File: src/mspp_defines.svh
// Offsets, field positions, reset values and widths for the mode-shared ports
`ifndef MSPP_DEFINES_SVH
`define MSPP_DEFINES_SVH

// ****************************************
// Register bus geometry
// ****************************************
`define MSPP_ADDR_W 4
`define MSPP_DATA_W 8

// ****************************************
// Register offsets
// ****************************************
`define MSPP_OFS_HIGH_LATCH 4'h0
`define MSPP_OFS_LOW_LATCH 4'h1
`define MSPP_OFS_DBUS_LATCH 4'h2
`define MSPP_OFS_DBUS_DIR 4'h3
`define MSPP_OFS_SER_LATCH 4'h4
`define MSPP_OFS_SER_DIR 4'h5
`define MSPP_OFS_ANALOG_IN 4'h6
`define MSPP_OFS_OPTION2 4'h7
`define MSPP_OFS_SYNC_CTRL 4'h8
`define MSPP_OFS_MODE 4'h9

// ****************************************
// Field positions
// ****************************************
`define MSPP_DBUS_OD_BIT 5
`define MSPP_SER_OD_BIT 5
`define MSPP_DBUS_W 8
`define MSPP_SER_W 6

// ****************************************
// Reset values
// ****************************************
`define MSPP_RST_LATCH 8'h00
`define MSPP_RST_DIR 8'h00
`define MSPP_RST_SER 6'h00
`define MSPP_RST_CTRL 8'h00

// ****************************************
// Mode strap encodings
// ****************************************
`define MSPP_STRAP_BOOT 2'h0
`define MSPP_STRAP_SINGLE 2'h1
`define MSPP_STRAP_TEST 2'h2
`define MSPP_STRAP_EXP 2'h3

`endif

File: src/mspp_pkg.sv
// Types shared by the mode-shared port block
package mspp_pkg;

   // ****************************************
   // Operating modes, one-hot
   // ****************************************
   typedef enum logic [3:0] {
      MODE_SINGLE = 4'h1,
      MODE_EXPANDED = 4'h2,
      MODE_BOOT = 4'h4,
      MODE_TEST = 4'h8
   } mspp_mode_e;

   // ****************************************
   // Carriers
   // ****************************************
   typedef struct packed {
      logic [3:0] addr;
      logic [7:0] wdata;
      logic wr;
      logic rd;
   } mspp_reg_req_s;

   typedef struct packed {
      logic [15:0] addr;
      logic [7:0] data;
      logic data_oe;
   } mspp_ext_bus_s;

   typedef struct packed {
      logic [5:0] en;
      logic [5:0] out;
      logic [5:0] oe;
   } mspp_serial_alt_s;

endpackage

File: src/mspp_bidir_port.sv
// Pin driver slice for one bidirectional port with open-drain option
`timescale 1ns/1ps
`default_nettype none

module mspp_bidir_port #(
   parameter int W = 8
) (
   // Clock and reset
   input wire logic clk_sys,
   input wire logic rst,
   // Software state
   input wire logic [W-1:0] latch,
   input wire logic [W-1:0] dir,
   input wire logic open_drain,
   // Alternate function per pin
   input wire logic [W-1:0] alt_en,
   input wire logic [W-1:0] alt_out,
   input wire logic [W-1:0] alt_oe,
   // Pins
   input wire logic [W-1:0] pin_in,
   output logic [W-1:0] pin_out,
   output logic [W-1:0] pin_oe,
   // Value seen by a register read
   output logic [W-1:0] read_value
);

   logic [W-1:0] drv_val;
   logic [W-1:0] drv_en;
   logic [W-1:0] next_out;
   logic [W-1:0] next_oe;

   // ****************************************
   // Driver selection
   // ****************************************
   always_comb begin
      drv_val = (alt_en & alt_out) | (~alt_en & latch);
      drv_en = (alt_en & alt_oe) | (~alt_en & dir);
      // Open drain: only the low side drives, a one floats
      if (open_drain) begin
         next_out = '0;
         next_oe = drv_en & ~drv_val;
      end else begin
         next_out = drv_val;
         next_oe = drv_en;
      end
   end

   // Inputs read the pin, outputs read the driver input
   assign read_value = (dir & latch) | (~dir & pin_in);

   always_ff @(posedge clk_sys) begin
      if (rst) begin
         pin_out <= '0;
         pin_oe <= '0;
      end else begin
         pin_out <= next_out;
         pin_oe <= next_oe;
      end
   end

endmodule

`default_nettype wire

File: src/mspp_ports.sv
// Five mode-shared parallel ports with their software registers
//
// Operation
// - High port: 8 outputs, general purpose in single-chip, upper address in expanded.
// - High port read always returns the registered pin level, never the latch.
// - High port writes are latched; latch reaches pins only in single-chip or bootstrap.
// - Data-bus port: 8-bit latch and direction; general I/O or data bus by mode.
// - Data-bus port read: input pins give pin level, outputs give driver input.
// - Data-bus latch drives a pin only if output and single-chip or bootstrap.
// - Out of reset: inputs in single-chip/bootstrap, data bus in expanded/test.
// - Data-bus open-drain bit: zero drives low, one floats the pin.
// - Data-bus open-drain works only in single-chip or bootstrap mode.
// - Serial port: 6 bits, latch and direction, shared with both serial units.
// - Serial port read: inputs give pin level, outputs give driver input.
// - Serial latch drives a pin only when it is a general-purpose output.
// - Serial open-drain bit in sync serial control applies in every mode.
// - Analog port: 8 inputs; pins unused by the converter read as inputs.
// - Low port: 8 outputs, general purpose in single-chip, lower address in expanded.
// - Low port read returns the registered pin level; latch reaches pins in single-chip or bootstrap.
//
// Design decisions made here: the address-and-strobe port and the register addresses.
`timescale 1ns/1ps
`default_nettype none
`include "mspp_defines.svh"

module mspp_ports (
   // Clock and reset
   input wire logic clk_sys,
   input wire logic rst,
   // Mode strap, caught while reset is high
   input wire logic [1:0] mode_strap,
   // Register port
   input wire mspp_pkg::mspp_reg_req_s reg_req,
   output logic [7:0] reg_rdata,
   // Expanded bus from the core
   input wire mspp_pkg::mspp_ext_bus_s ext_bus,
   output logic [7:0] ext_data_in,
   // Serial units and converter
   input wire mspp_pkg::mspp_serial_alt_s serial_alt,
   input wire logic [7:0] adc_in_use,
   // Output-only ports
   output logic [7:0] high_address_port_pins,
   output logic [7:0] low_address_port_pins,
   // Data-bus port pins
   input wire logic [7:0] data_bus_port_pins_in,
   output logic [7:0] data_bus_port_pins_out,
   output logic [7:0] data_bus_port_pins_oe,
   // Serial-shared port pins
   input wire logic [5:0] serial_shared_port_pins_in,
   output logic [5:0] serial_shared_port_pins_out,
   output logic [5:0] serial_shared_port_pins_oe,
   // Analog-shared port pins
   input wire logic [7:0] analog_shared_port_input
);

   // ****************************************
   // Helpers
   // ****************************************
   function automatic logic is_gp_mode(mspp_pkg::mspp_mode_e m);
      return (m == mspp_pkg::MODE_SINGLE) || (m == mspp_pkg::MODE_BOOT);
   endfunction

   function automatic mspp_pkg::mspp_mode_e strap_to_mode(logic [1:0] s);
      mspp_pkg::mspp_mode_e m;
      m = mspp_pkg::MODE_SINGLE;
      unique case (s)
         `MSPP_STRAP_BOOT: m = mspp_pkg::MODE_BOOT;
         `MSPP_STRAP_SINGLE: m = mspp_pkg::MODE_SINGLE;
         `MSPP_STRAP_TEST: m = mspp_pkg::MODE_TEST;
         `MSPP_STRAP_EXP: m = mspp_pkg::MODE_EXPANDED;
      endcase
      return m;
   endfunction

   function automatic logic wr_hit(mspp_pkg::mspp_reg_req_s r, logic [3:0] ofs);
      return r.wr && (r.addr == ofs);
   endfunction

   // ****************************************
   // State
   // ****************************************
   mspp_pkg::mspp_mode_e mode;
   logic gp_mode;
   logic [7:0] high_address_port_latch;
   logic [7:0] low_address_port_latch;
   logic [7:0] data_bus_port_latch;
   logic [7:0] data_bus_port_direction;
   logic [5:0] serial_shared_port_latch;
   logic [5:0] serial_shared_port_direction;
   logic [7:0] second_option_register;
   logic [7:0] sync_serial_control_register;
   logic data_bus_port_open_drain;
   logic serial_shared_port_open_drain;
   logic [7:0] dbus_read;
   logic [5:0] ser_read;
   logic [7:0] analog_read;
   logic [7:0] next_rdata;
   logic [7:0] next_high;
   logic [7:0] next_low;

   // ****************************************
   // Operating mode
   // ****************************************
   // Strap sampled during synchronous reset; held afterwards
   always_ff @(posedge clk_sys) begin
      if (rst) begin
         mode <= strap_to_mode(mode_strap);
      end
   end

   assign gp_mode = is_gp_mode(mode);

   // ****************************************
   // Output-only ports
   // ****************************************
   always_ff @(posedge clk_sys) begin
      if (rst) begin
         high_address_port_latch <= `MSPP_RST_LATCH;
         low_address_port_latch <= `MSPP_RST_LATCH;
      end else begin
         if (wr_hit(reg_req, `MSPP_OFS_HIGH_LATCH)) begin
            high_address_port_latch <= reg_req.wdata;
         end
         if (wr_hit(reg_req, `MSPP_OFS_LOW_LATCH)) begin
            low_address_port_latch <= reg_req.wdata;
         end
      end
   end

   // Latch only in single-chip or bootstrap; address otherwise
   assign next_high = gp_mode ? high_address_port_latch : ext_bus.addr[15:8];
   assign next_low = gp_mode ? low_address_port_latch : ext_bus.addr[7:0];

   always_ff @(posedge clk_sys) begin
      if (rst) begin
         high_address_port_pins <= `MSPP_RST_LATCH;
         low_address_port_pins <= `MSPP_RST_LATCH;
      end else begin
         high_address_port_pins <= next_high;
         low_address_port_pins <= next_low;
      end
   end

   // ****************************************
   // Data-bus and serial port registers
   // ****************************************
   always_ff @(posedge clk_sys) begin
      if (rst) begin
         data_bus_port_latch <= `MSPP_RST_LATCH;
         data_bus_port_direction <= `MSPP_RST_DIR;
      end else begin
         if (wr_hit(reg_req, `MSPP_OFS_DBUS_LATCH)) begin
            data_bus_port_latch <= reg_req.wdata;
         end
         if (wr_hit(reg_req, `MSPP_OFS_DBUS_DIR)) begin
            data_bus_port_direction <= reg_req.wdata;
         end
      end
   end

   always_ff @(posedge clk_sys) begin
      if (rst) begin
         serial_shared_port_latch <= `MSPP_RST_SER;
         serial_shared_port_direction <= `MSPP_RST_SER;
      end else begin
         if (wr_hit(reg_req, `MSPP_OFS_SER_LATCH)) begin
            serial_shared_port_latch <= reg_req.wdata[5:0];
         end
         if (wr_hit(reg_req, `MSPP_OFS_SER_DIR)) begin
            serial_shared_port_direction <= reg_req.wdata[5:0];
         end
      end
   end

   // ****************************************
   // Open-drain controls
   // ****************************************
   always_ff @(posedge clk_sys) begin
      if (rst) begin
         second_option_register <= `MSPP_RST_CTRL;
         sync_serial_control_register <= `MSPP_RST_CTRL;
      end else begin
         if (wr_hit(reg_req, `MSPP_OFS_OPTION2)) begin
            second_option_register <= reg_req.wdata;
         end
         if (wr_hit(reg_req, `MSPP_OFS_SYNC_CTRL)) begin
            sync_serial_control_register <= reg_req.wdata;
         end
      end
   end

   // Wired-OR on the data bus would corrupt expanded cycles
   assign data_bus_port_open_drain =
      second_option_register[`MSPP_DBUS_OD_BIT] && gp_mode;
   assign serial_shared_port_open_drain =
      sync_serial_control_register[`MSPP_SER_OD_BIT];

   // ****************************************
   // Pin drivers
   // ****************************************
   // Expanded and test modes hand every pin to the bus
   mspp_bidir_port #(.W(`MSPP_DBUS_W)) u_dbus (
      .clk_sys(clk_sys),
      .rst(rst),
      .latch(data_bus_port_latch),
      .dir(data_bus_port_direction),
      .open_drain(data_bus_port_open_drain),
      .alt_en({8{~gp_mode}}),
      .alt_out(ext_bus.data),
      .alt_oe({8{ext_bus.data_oe}}),
      .pin_in(data_bus_port_pins_in),
      .pin_out(data_bus_port_pins_out),
      .pin_oe(data_bus_port_pins_oe),
      .read_value(dbus_read)
   );

   mspp_bidir_port #(.W(`MSPP_SER_W)) u_ser (
      .clk_sys(clk_sys),
      .rst(rst),
      .latch(serial_shared_port_latch),
      .dir(serial_shared_port_direction),
      .open_drain(serial_shared_port_open_drain),
      .alt_en(serial_alt.en),
      .alt_out(serial_alt.out),
      .alt_oe(serial_alt.oe),
      .pin_in(serial_shared_port_pins_in),
      .pin_out(serial_shared_port_pins_out),
      .pin_oe(serial_shared_port_pins_oe),
      .read_value(ser_read)
   );

   always_ff @(posedge clk_sys) begin
      if (rst) begin
         ext_data_in <= `MSPP_RST_LATCH;
      end else begin
         ext_data_in <= data_bus_port_pins_in;
      end
   end

   // ****************************************
   // Read path
   // ****************************************
   // Converter-owned pins read zero; sampling-phase reads left to software
   assign analog_read = analog_shared_port_input & ~adc_in_use;

   always_comb begin
      next_rdata = 8'h00;
      unique case (reg_req.addr)
         `MSPP_OFS_HIGH_LATCH: next_rdata = high_address_port_pins;
         `MSPP_OFS_LOW_LATCH: next_rdata = low_address_port_pins;
         `MSPP_OFS_DBUS_LATCH: next_rdata = dbus_read;
         `MSPP_OFS_DBUS_DIR: next_rdata = data_bus_port_direction;
         `MSPP_OFS_SER_LATCH: next_rdata = {2'h0, ser_read};
         `MSPP_OFS_SER_DIR: next_rdata = {2'h0, serial_shared_port_direction};
         `MSPP_OFS_ANALOG_IN: next_rdata = analog_read;
         `MSPP_OFS_OPTION2: next_rdata = second_option_register;
         `MSPP_OFS_SYNC_CTRL: next_rdata = sync_serial_control_register;
         `MSPP_OFS_MODE: next_rdata = {4'h0, mode};
         default: next_rdata = 8'h00;
      endcase
   end

   always_ff @(posedge clk_sys) begin
      if (rst) begin
         reg_rdata <= 8'h00;
      end else begin
         reg_rdata <= reg_req.rd ? next_rdata : 8'h00;
      end
   end

   // ****************************************
   // Assertions
   // ****************************************
   a_high_port_gpio: assert property (@(posedge clk_sys) disable iff (rst)
      (wr_hit(reg_req, `MSPP_OFS_HIGH_LATCH) && gp_mode)
      |-> ##2 high_address_port_pins == $past(reg_req.wdata, 2))
      else $error("high port latch did not reach pins");

   a_high_port_addr: assert property (@(posedge clk_sys) disable iff (rst)
      !gp_mode |=> high_address_port_pins == $past(ext_bus.addr[15:8]))
      else $error("high port not carrying upper address");

   a_low_port_addr: assert property (@(posedge clk_sys) disable iff (rst)
      !gp_mode |=> low_address_port_pins == $past(ext_bus.addr[7:0]))
      else $error("low port not carrying lower address");

   a_high_read_drv: assert property (@(posedge clk_sys) disable iff (rst)
      (reg_req.rd && reg_req.addr == `MSPP_OFS_HIGH_LATCH)
      |=> reg_rdata == $past(high_address_port_pins))
      else $error("high port read not driver level");

   // One edge after release, so direction and mode decide rather than the reset branch
   a_dbus_reset_input: assert property (@(posedge clk_sys)
      ($fell(rst) && gp_mode) |=> data_bus_port_pins_oe == 8'h00)
      else $error("data bus pins driven right after reset");

   a_dbus_open_drain: assert property (@(posedge clk_sys) disable iff (rst)
      (data_bus_port_open_drain && !$rose(gp_mode))
      |=> data_bus_port_pins_out == 8'h00
          && (data_bus_port_pins_oe & $past(data_bus_port_latch)) == 8'h00)
      else $error("open-drain data bus drove high");

   a_dbus_bus_mode: assert property (@(posedge clk_sys) disable iff (rst)
      !gp_mode |=> data_bus_port_pins_oe == {8{$past(ext_bus.data_oe)}}
                   && data_bus_port_pins_out == $past(ext_bus.data))
      else $error("data bus pins not following expanded bus");

   a_dbus_gpio_out: assert property (@(posedge clk_sys) disable iff (rst)
      (gp_mode && !second_option_register[`MSPP_DBUS_OD_BIT])
      |=> data_bus_port_pins_oe == $past(data_bus_port_direction))
      else $error("data bus enable not following direction");

   a_ser_open_drain: assert property (@(posedge clk_sys) disable iff (rst)
      serial_shared_port_open_drain |=> serial_shared_port_pins_out == 6'h00)
      else $error("open-drain serial port drove high");

   a_ser_read_pin: assert property (@(posedge clk_sys) disable iff (rst)
      (reg_req.rd && reg_req.addr == `MSPP_OFS_SER_LATCH
       && serial_shared_port_direction == 6'h00)
      |=> reg_rdata[5:0] == $past(serial_shared_port_pins_in))
      else $error("serial input read not pin level");

   a_analog_read: assert property (@(posedge clk_sys) disable iff (rst)
      (reg_req.rd && reg_req.addr == `MSPP_OFS_ANALOG_IN)
      |=> reg_rdata == $past(analog_shared_port_input & ~adc_in_use))
      else $error("analog port read wrong");

   c_high_gpio_write: cover property (@(posedge clk_sys) disable iff (rst)
      wr_hit(reg_req, `MSPP_OFS_HIGH_LATCH) && gp_mode);

   c_dbus_expanded_drive: cover property (@(posedge clk_sys) disable iff (rst)
      !gp_mode && ext_bus.data_oe);

   c_dbus_open_drain: cover property (@(posedge clk_sys) disable iff (rst)
      data_bus_port_open_drain && (data_bus_port_direction != 8'h00));

   c_serial_alt_use: cover property (@(posedge clk_sys) disable iff (rst)
      serial_alt.en != 6'h00);

endmodule

`default_nettype wire

File: config.mk
export PLATFORM = sky130hd
export DESIGN_NAME = mspp_ports
export DESIGN_NICKNAME = d
export VERILOG_FILES = /design/src/mspp_pkg.sv /design/src/mspp_bidir_port.sv /design/src/mspp_ports.sv
export VERILOG_INCLUDE_DIRS = /design/src
export SDC_FILE = /design/constraint.sdc
export NUM_CORES = 1
export LEC_CHECK = 0
export ABC_AREA = 1
export BUFFER_PORTS_ARGS = -buffer_cell sky130_fd_sc_hd__buf_2
export CORE_AREA = 2 2 95 115
export DETAILED_ROUTE_END_ITERATION = 6
export DIE_AREA = 0 0 97 117
export GPL_TIMING_DRIVEN = 0
export PLACE_DENSITY = 0.79
export SYNTH_ARGS = -nofsm -noshare
export SYNTH_HDL_FRONTEND = slang
export SYNTH_SLANG_ARGS = --single-unit
File: constraint.sdc
create_clock -name clk_sys -period 1.95 [get_ports clk_sys]
set_input_delay 0.39 -clock clk_sys [delete_from_list [all_inputs] [get_ports clk_sys]]
set_output_delay 0.39 -clock clk_sys [all_outputs]
set_load 0.01 [all_outputs]
Word-level counts from Yosys, hierarchy flattened. Index checks and enable logic that the tools add are counted.

Equal/unequal tests: 14. Multiplexer cells: 6. Bitwise logic cells: 30. Reduce and logical (&&, ||, !) cells: 15.

Operators with widths (number): 8-bit case mux with 10 select lines (1); 8-bit bitwise AND (8); 6-bit bitwise AND (7); 8-bit NOT (4); 8-bit two-way mux (3); 8-bit bitwise OR (3); 4-bit by 3-bit == test with 1-bit output, second input constant (5); 6-bit NOT (3); 6-bit bitwise OR (3); 4-bit case mux with 4 select lines (1); 1-bit logical AND (9); 4-bit by 1-bit == test with 1-bit output, second input constant (2); 4-bit by 2-bit == test with 1-bit output, second input constant (2); 4-bit == test, second input constant (2); 6-bit two-way mux (1); 2-bit OR reduction (3); 2-bit == test, second input constant (2); 4-bit zero test (1); 2-bit by 1-bit == test with 1-bit output, second input constant (1); 2-bit zero test (1); 1-bit NOT (2); 1-bit logical OR (1).

Register bits after elaboration: 124. Input bits: 91. Output and inout port bits: 60. Word-level logic and storage cells: 82.

Logic depth before layout (Yosys ltp).
Word-level depth: 9. Depth in mapped cells: 9.

Modules after synthesis. From an unflattened synthesis, not the netlist that was laid out.

Cell total of the unflattened synthesis: 834. Area total of the unflattened synthesis: 5621.6 um^2.

Modules (own cells, without submodules): mspp_ports (instances 1, cells each 576, area an instance 4150.2 um^2); mspp_bidir_port (u_dbus) (instances 1, cells each 147, area an instance 839.6 um^2); mspp_bidir_port (u_ser) (instances 1, cells each 111, area an instance 631.9 um^2).

Worst setup path before layout. No wires, ideal clock.

Path type: input to register. Start point: in reg_req[13] in the netlist's numbering. End point: reg data_bus_port_direction[6]. Library setup time: 0.119 ns. Data arrival time: 1.252 ns. Data required time: 1.831 ns. Path slack: 0.578 ns. Cell stages on the path: 7. Path through: inv_1 -> nand2_1 -> nor2_4 -> nand2_1 -> buf_4 -> o21ai_0 -> a21oi_1.

Cells in the longest elaborated chain, start to end: 2.

RTL lines: from (decl) (RTL line mspp_ports.sv:33) `input wire mspp_pkg::mspp_reg_req_s reg_req,`; 4-bit by 2-bit == test with 1-bit output (RTL line mspp_ports.sv:76) `return r.wr && (r.addr == ofs);`; 1-bit logical AND (RTL line mspp_ports.sv:76); to (signal assigned) (RTL line mspp_ports.sv:150) `` data_bus_port_direction <= `MSPP_RST_DIR; ``; to (signal assigned) (RTL line mspp_ports.sv:156) `data_bus_port_direction <= reg_req.wdata;`; to (decl) (RTL line mspp_ports.sv:87) `logic [7:0] data_bus_port_direction;`.

No other way between the ends. A chain may end at the register's enable or synchronous reset.

Worst setup path in the final report.
Start point: reg mode[0]. End point: reg u_dbus.pin_out[3].

Cells in the longest elaborated chain, start to end: 6.

RTL lines: from (decl) (RTL line mspp_ports.sv:82) `mspp_pkg::mspp_mode_e mode;`; from (signal assigned) (RTL line mspp_ports.sv:107) `mode <= strap_to_mode(mode_strap);`; 4-bit by 1-bit == test with 1-bit output / 4-bit by 3-bit == test with 1-bit output (equally long branches) (RTL line mspp_ports.sv:60) `return (m == mspp_pkg::MODE_SINGLE) || (m == mspp_pkg::MODE_BOOT);`; 1-bit logical OR (*) (RTL line mspp_ports.sv:60); 1-bit NOT (RTL line mspp_ports.sv:208) `.alt_en({8{~gp_mode}}),`; 8-bit NOT (RTL line mspp_bidir_port.sv:36) `drv_val = (alt_en & alt_out) | (~alt_en & latch);`; 8-bit bitwise AND (RTL line mspp_bidir_port.sv:36); 8-bit bitwise OR (RTL line mspp_bidir_port.sv:36); to (signal assigned) (RTL line mspp_bidir_port.sv:56) `pin_out <= next_out;`; to (decl) (RTL line mspp_bidir_port.sv:21) `output logic [W-1:0] pin_out,`.

Mark *: on every way between the ends. The rest lies on a longest branch, timed or not.

==> impl_metrics.py <==
metrics = {
    "clock_network": {
        "cts_buffers": 17,
        "clk_pin_slew_worst_paths_ps": 50,
        "clock_latency_ps": 420,
        "cts_tree": "built",
        "cts_setup_buffers": 0,
        "cts_resized": 0,
        "cts_htree_levels": 4,
        "holdBufCountCts": 0,
        "clockBufferDepth": 2,
        "cts.sinks": 124,
        "cts-root-buf": "clkbuf_16",
    },
    "floorplanning": {
        "start_util_pct": 50.42,
        "fp.dieH_um": 117,
        "pin_count": 151,
        "die_x_um": 97,
        "rows": 41,
        "coreArea_mm2": 0.01031,
        "die_area_mm2": 0.01135,
    },
    "global_route": {
        "grt_pass1_vias": 4985,
        "grt_start_max_net_pins": 17,
        "overflow": 0,
        "track_usage_pct": 27.79,
        "grt_antenna_before_repair": 0,
        "grt_pass1_wl_um": 24250,
    },
    "worst_setup_path": {
        "rrSetupSlack_ps": 170,
        "crit_path_end_kind": "flop",
        "worstSetupPathType": "flop to flop",
        "worstPathArrival_ps": 2080,
        "timing.rr.end": "u_dbus.pin_out[3]$_SDFF_PP0_",
        "startpoint": "mode[0]$_DFFE_PP_",
        "rr_startpoint": "mode[0]$_DFFE_PP_",
        "crit_required_ps": 2250,
        "rr_worst_depth": 6,
        "worstSetupStartpointType": "flop",
        "worstPathMaxFanout": 10,
    },
    "detailed_routing": {
        "postRouteAntennaNets": 0,
        "drc": 1,
        "wl_per_cell_um": 15.13,
        "firstDrtPassIters": 7,
        "via_per_inst": 5.205,
        "first_iter_violations": 387,
        "drt-total-wl_um": 15990,
        "vias": 5502,
    },
    "min_path": {
        "min_from": "data_bus_port_pins_in[1]",
        "min_to": "ext_data_in[1]$_SDFF_PP0_",
        "min_path_cells": 3,
        "min_path_type": "input pin to flop",
    },
    "layout": {
        "multi_input_area_mm2": 0.002276,
        "fin_nets": 1007,
        "drive_gt1_share_pct": 21.88,
        "final.fill_count": 951,
        "n_antenna_cell": 0,
        "area_delta_synth_final_pct": 30.25,
        "seq_area_mm2": 0.002522,
    },
    "placement": {
        "place_congestion": 0.9480,
        "dp_hpwl_um": 11780,
        "io_buffers": 150,
    },
    "sta": {
        "setup_viol": 0,
        "finalSetupTns_ps": 0,
        "tightest_slew_ps": 593.1,
        "worst_slew_margin_rel_pct": 60.31,
        "max_freq_mhz": 561.4,
        "rsz0062_at_grt": "no",
        "maxSlewViolCount": 0,
        "holdWs_ps": 189.7,
        "skew_ps": 6.370,
        "hold_viol_final": 0,
        "finalCriticalPeriod_ps": 1781,
        "fin_crit_sh_pct": 91.35,
    },
    "logic_synthesis": {
        "ys_seq_elements": 124,
        "synth_mux_area_share_pct": 0.1925,
        "ys_seq_area_share_pct": 48.52,
        "synth_xor_area_share_pct": 0,
        "synth_fp_nets": 838,
        "yosys.area_share.simple_pct": 29.87,
        "synthAdderAreaFrac_pct": 0,
        "ys_warn_count": 0,
        "synth_compound_area_share_pct": 13.72,
        "ys_types": 22,
        "syn_avg_cell_area_um2": 6.959,
        "synth_top_family_by_area": "simple AND/OR/NAND/NOR gates",
        "syn_area_mm2": 0.005199,
        "syn_inst": 747,
    },
    "flow_run": {
        "max_cap_viol_count": 0,
    },
    "power": {
        "p_leak_nw": 3.210,
        "ir_worst_vdd_mv": 0.5966,
        "power_density_mw_per_mm2": 1003,
    },
    "outcome": {
        "status": "complete, but fails checks",
        "violations": "DRC",
    },
}
## cells in the final DEF, fill, tap and decap left out, types with 2 or more instances in the layout
master / n
nand2_1: 190
buf_2: 161
dfxtp_1: 120
nor2_1: 108
a21oi_1: 81
inv_1: 67
nand3_1: 66
o21ai_0: 60
clkbuf_16: 18
clkbuf_1: 17
nor3_1: 8
bufinv_16: 5
edfxtp_1: 4
buf_4: 3
clkinvlp_4: 3
nor2_4: 2
nor2_2: 2
inv_6: 2
## synth_stat cells
| cell | number | area share, % |
|---|---|---|
| edfxtp_1 | 4 | 2.3 |
| buf_4 | 3 | 0.43 |
| or2_2 | 1 | 0.12 |
| clkbuf_1 | 17 | 1.2 |
| o21a_1 | 1 | 0.14 |
| nor2_2 | 2 | 0.24 |
| o21ai_0 | 60 | 5.8 |
| nor2_4 | 2 | 0.43 |
| nand2_1 | 190 | 14 |
| nand3_2 | 1 | 0.19 |
| buf_2 | 11 | 1.1 |
| mux2i_1 | 1 | 0.19 |
| dfxtp_1 | 120 | 46 |
| and3_1 | 1 | 0.12 |
| nand2_2 | 1 | 0.12 |
| nand3_1 | 66 | 6.4 |
| a21oi_1 | 81 | 7.8 |
| inv_2 | 1 | 0.072 |
| nor2_1 | 108 | 7.8 |
| nor3_1 | 8 | 0.77 |
| clkinv_1 | 1 | 0.072 |
| inv_1 | 67 | 4.8 |
## flip-flops by register name (all words and copies together) (netlist names), 8 cells and up
signal,cells
low_address_port_pins,8
high_address_port_pins,8
ext_data_in,8
sync_serial_control_register,8
low_address_port_latch,8
data_bus_port_direction,8
u_dbus.pin_oe,8
u_dbus.pin_out,8
high_address_port_latch,8
reg_rdata,8
second_option_register,8
data_bus_port_latch,8
## how the worst max path moves through the flow
stage          cells after the start                                       to  slack, ps
5_1_grt                            6             u_dbus.pin_out[6]$_SDFF_PP0_         60
3_5_place_dp                       7                  reg_rdata[7]$_SDFF_PP0_        130
4_1_cts                            6             u_dbus.pin_out[3]$_SDFF_PP0_        190
6_report                           6             u_dbus.pin_out[3]$_SDFF_PP0_        170
2_1_floorplan                      7  data_bus_port_direction[6]$_SDFFE_PP0P_        580
3_3_place_gp                       7                  reg_rdata[7]$_SDFF_PP0_        160
## metrics by stage
step / worst slack (ps) / instances / power, W / utilization (%) / cell area, µm²
CTS: 192.2 / 1057 / 0.006805 / 65.67 / 6771
global placement: 155.6 / 1026 / 0.003325 / 59.26 / 6111
finish: 168.6 / 1057 / 0.006793 / 65.67 / 6771
detailed placement: 126.2 / 1026 / 0.003334 / 59.26 / 6111
floorplan: 578.2 / 747 / 0.003040 / - / 5199
global route: 63.16 / 1057 / 0.007015 / 65.67 / 6771
## layout make-up
cell class              instances  share of cell area (%)
inverters                      69                   3.825
well taps                     129                   2.384
flip-flops and latches        124                   37.25
clock buffers                  18                   6.652
clock inverters                13                   3.104
repair buffers                150                   11.09
multi-input cells             523                   33.61
plain buffers                  31                   2.088
## routing by layer
layer / share of wire, % / GRT usage, % / up-vias
li1: - / - / 2732
met1: 39 / 32.25 / 2475
met2: 49 / 48.43 / 254
met3: 8.5 / 7.660 / 41
met4: 3.2 / 12.68 / 0
met5: 0 / 0 / -
## critical path, stage by stage (launching register included)
cell	delay (ps)
edfxtp_1	430
or2_2	330
nand3_2	210
inv_2	130
clkbuf_1	250
o21ai_0	230
nor2_1	70
## power breakdown
part	internal, W	leakage (nW)	switching [W]	total [W]
Combinational	0.000214	1.88	0.000384	0.000598
Clock	0.00234	0.314	0.00116	0.00350
Sequential	0.00265	1.02	0.0000452	0.00269
Total	0.00520	3.21	0.00159	0.00679
## cells by family (layout without fill, tap and decap cells)
| group | Yosys count | count (layout) |
|---|---|---|
| AOI/OAI and AO/OA | 142 | 142 |
| and+or+nand+nor | 380 | 380 |
| muxes | 1 | 1 |
| DFF | 124 | 124 |
| buffers and inverters | 100 | 281 |
Power figures use the tool's default switching activity.
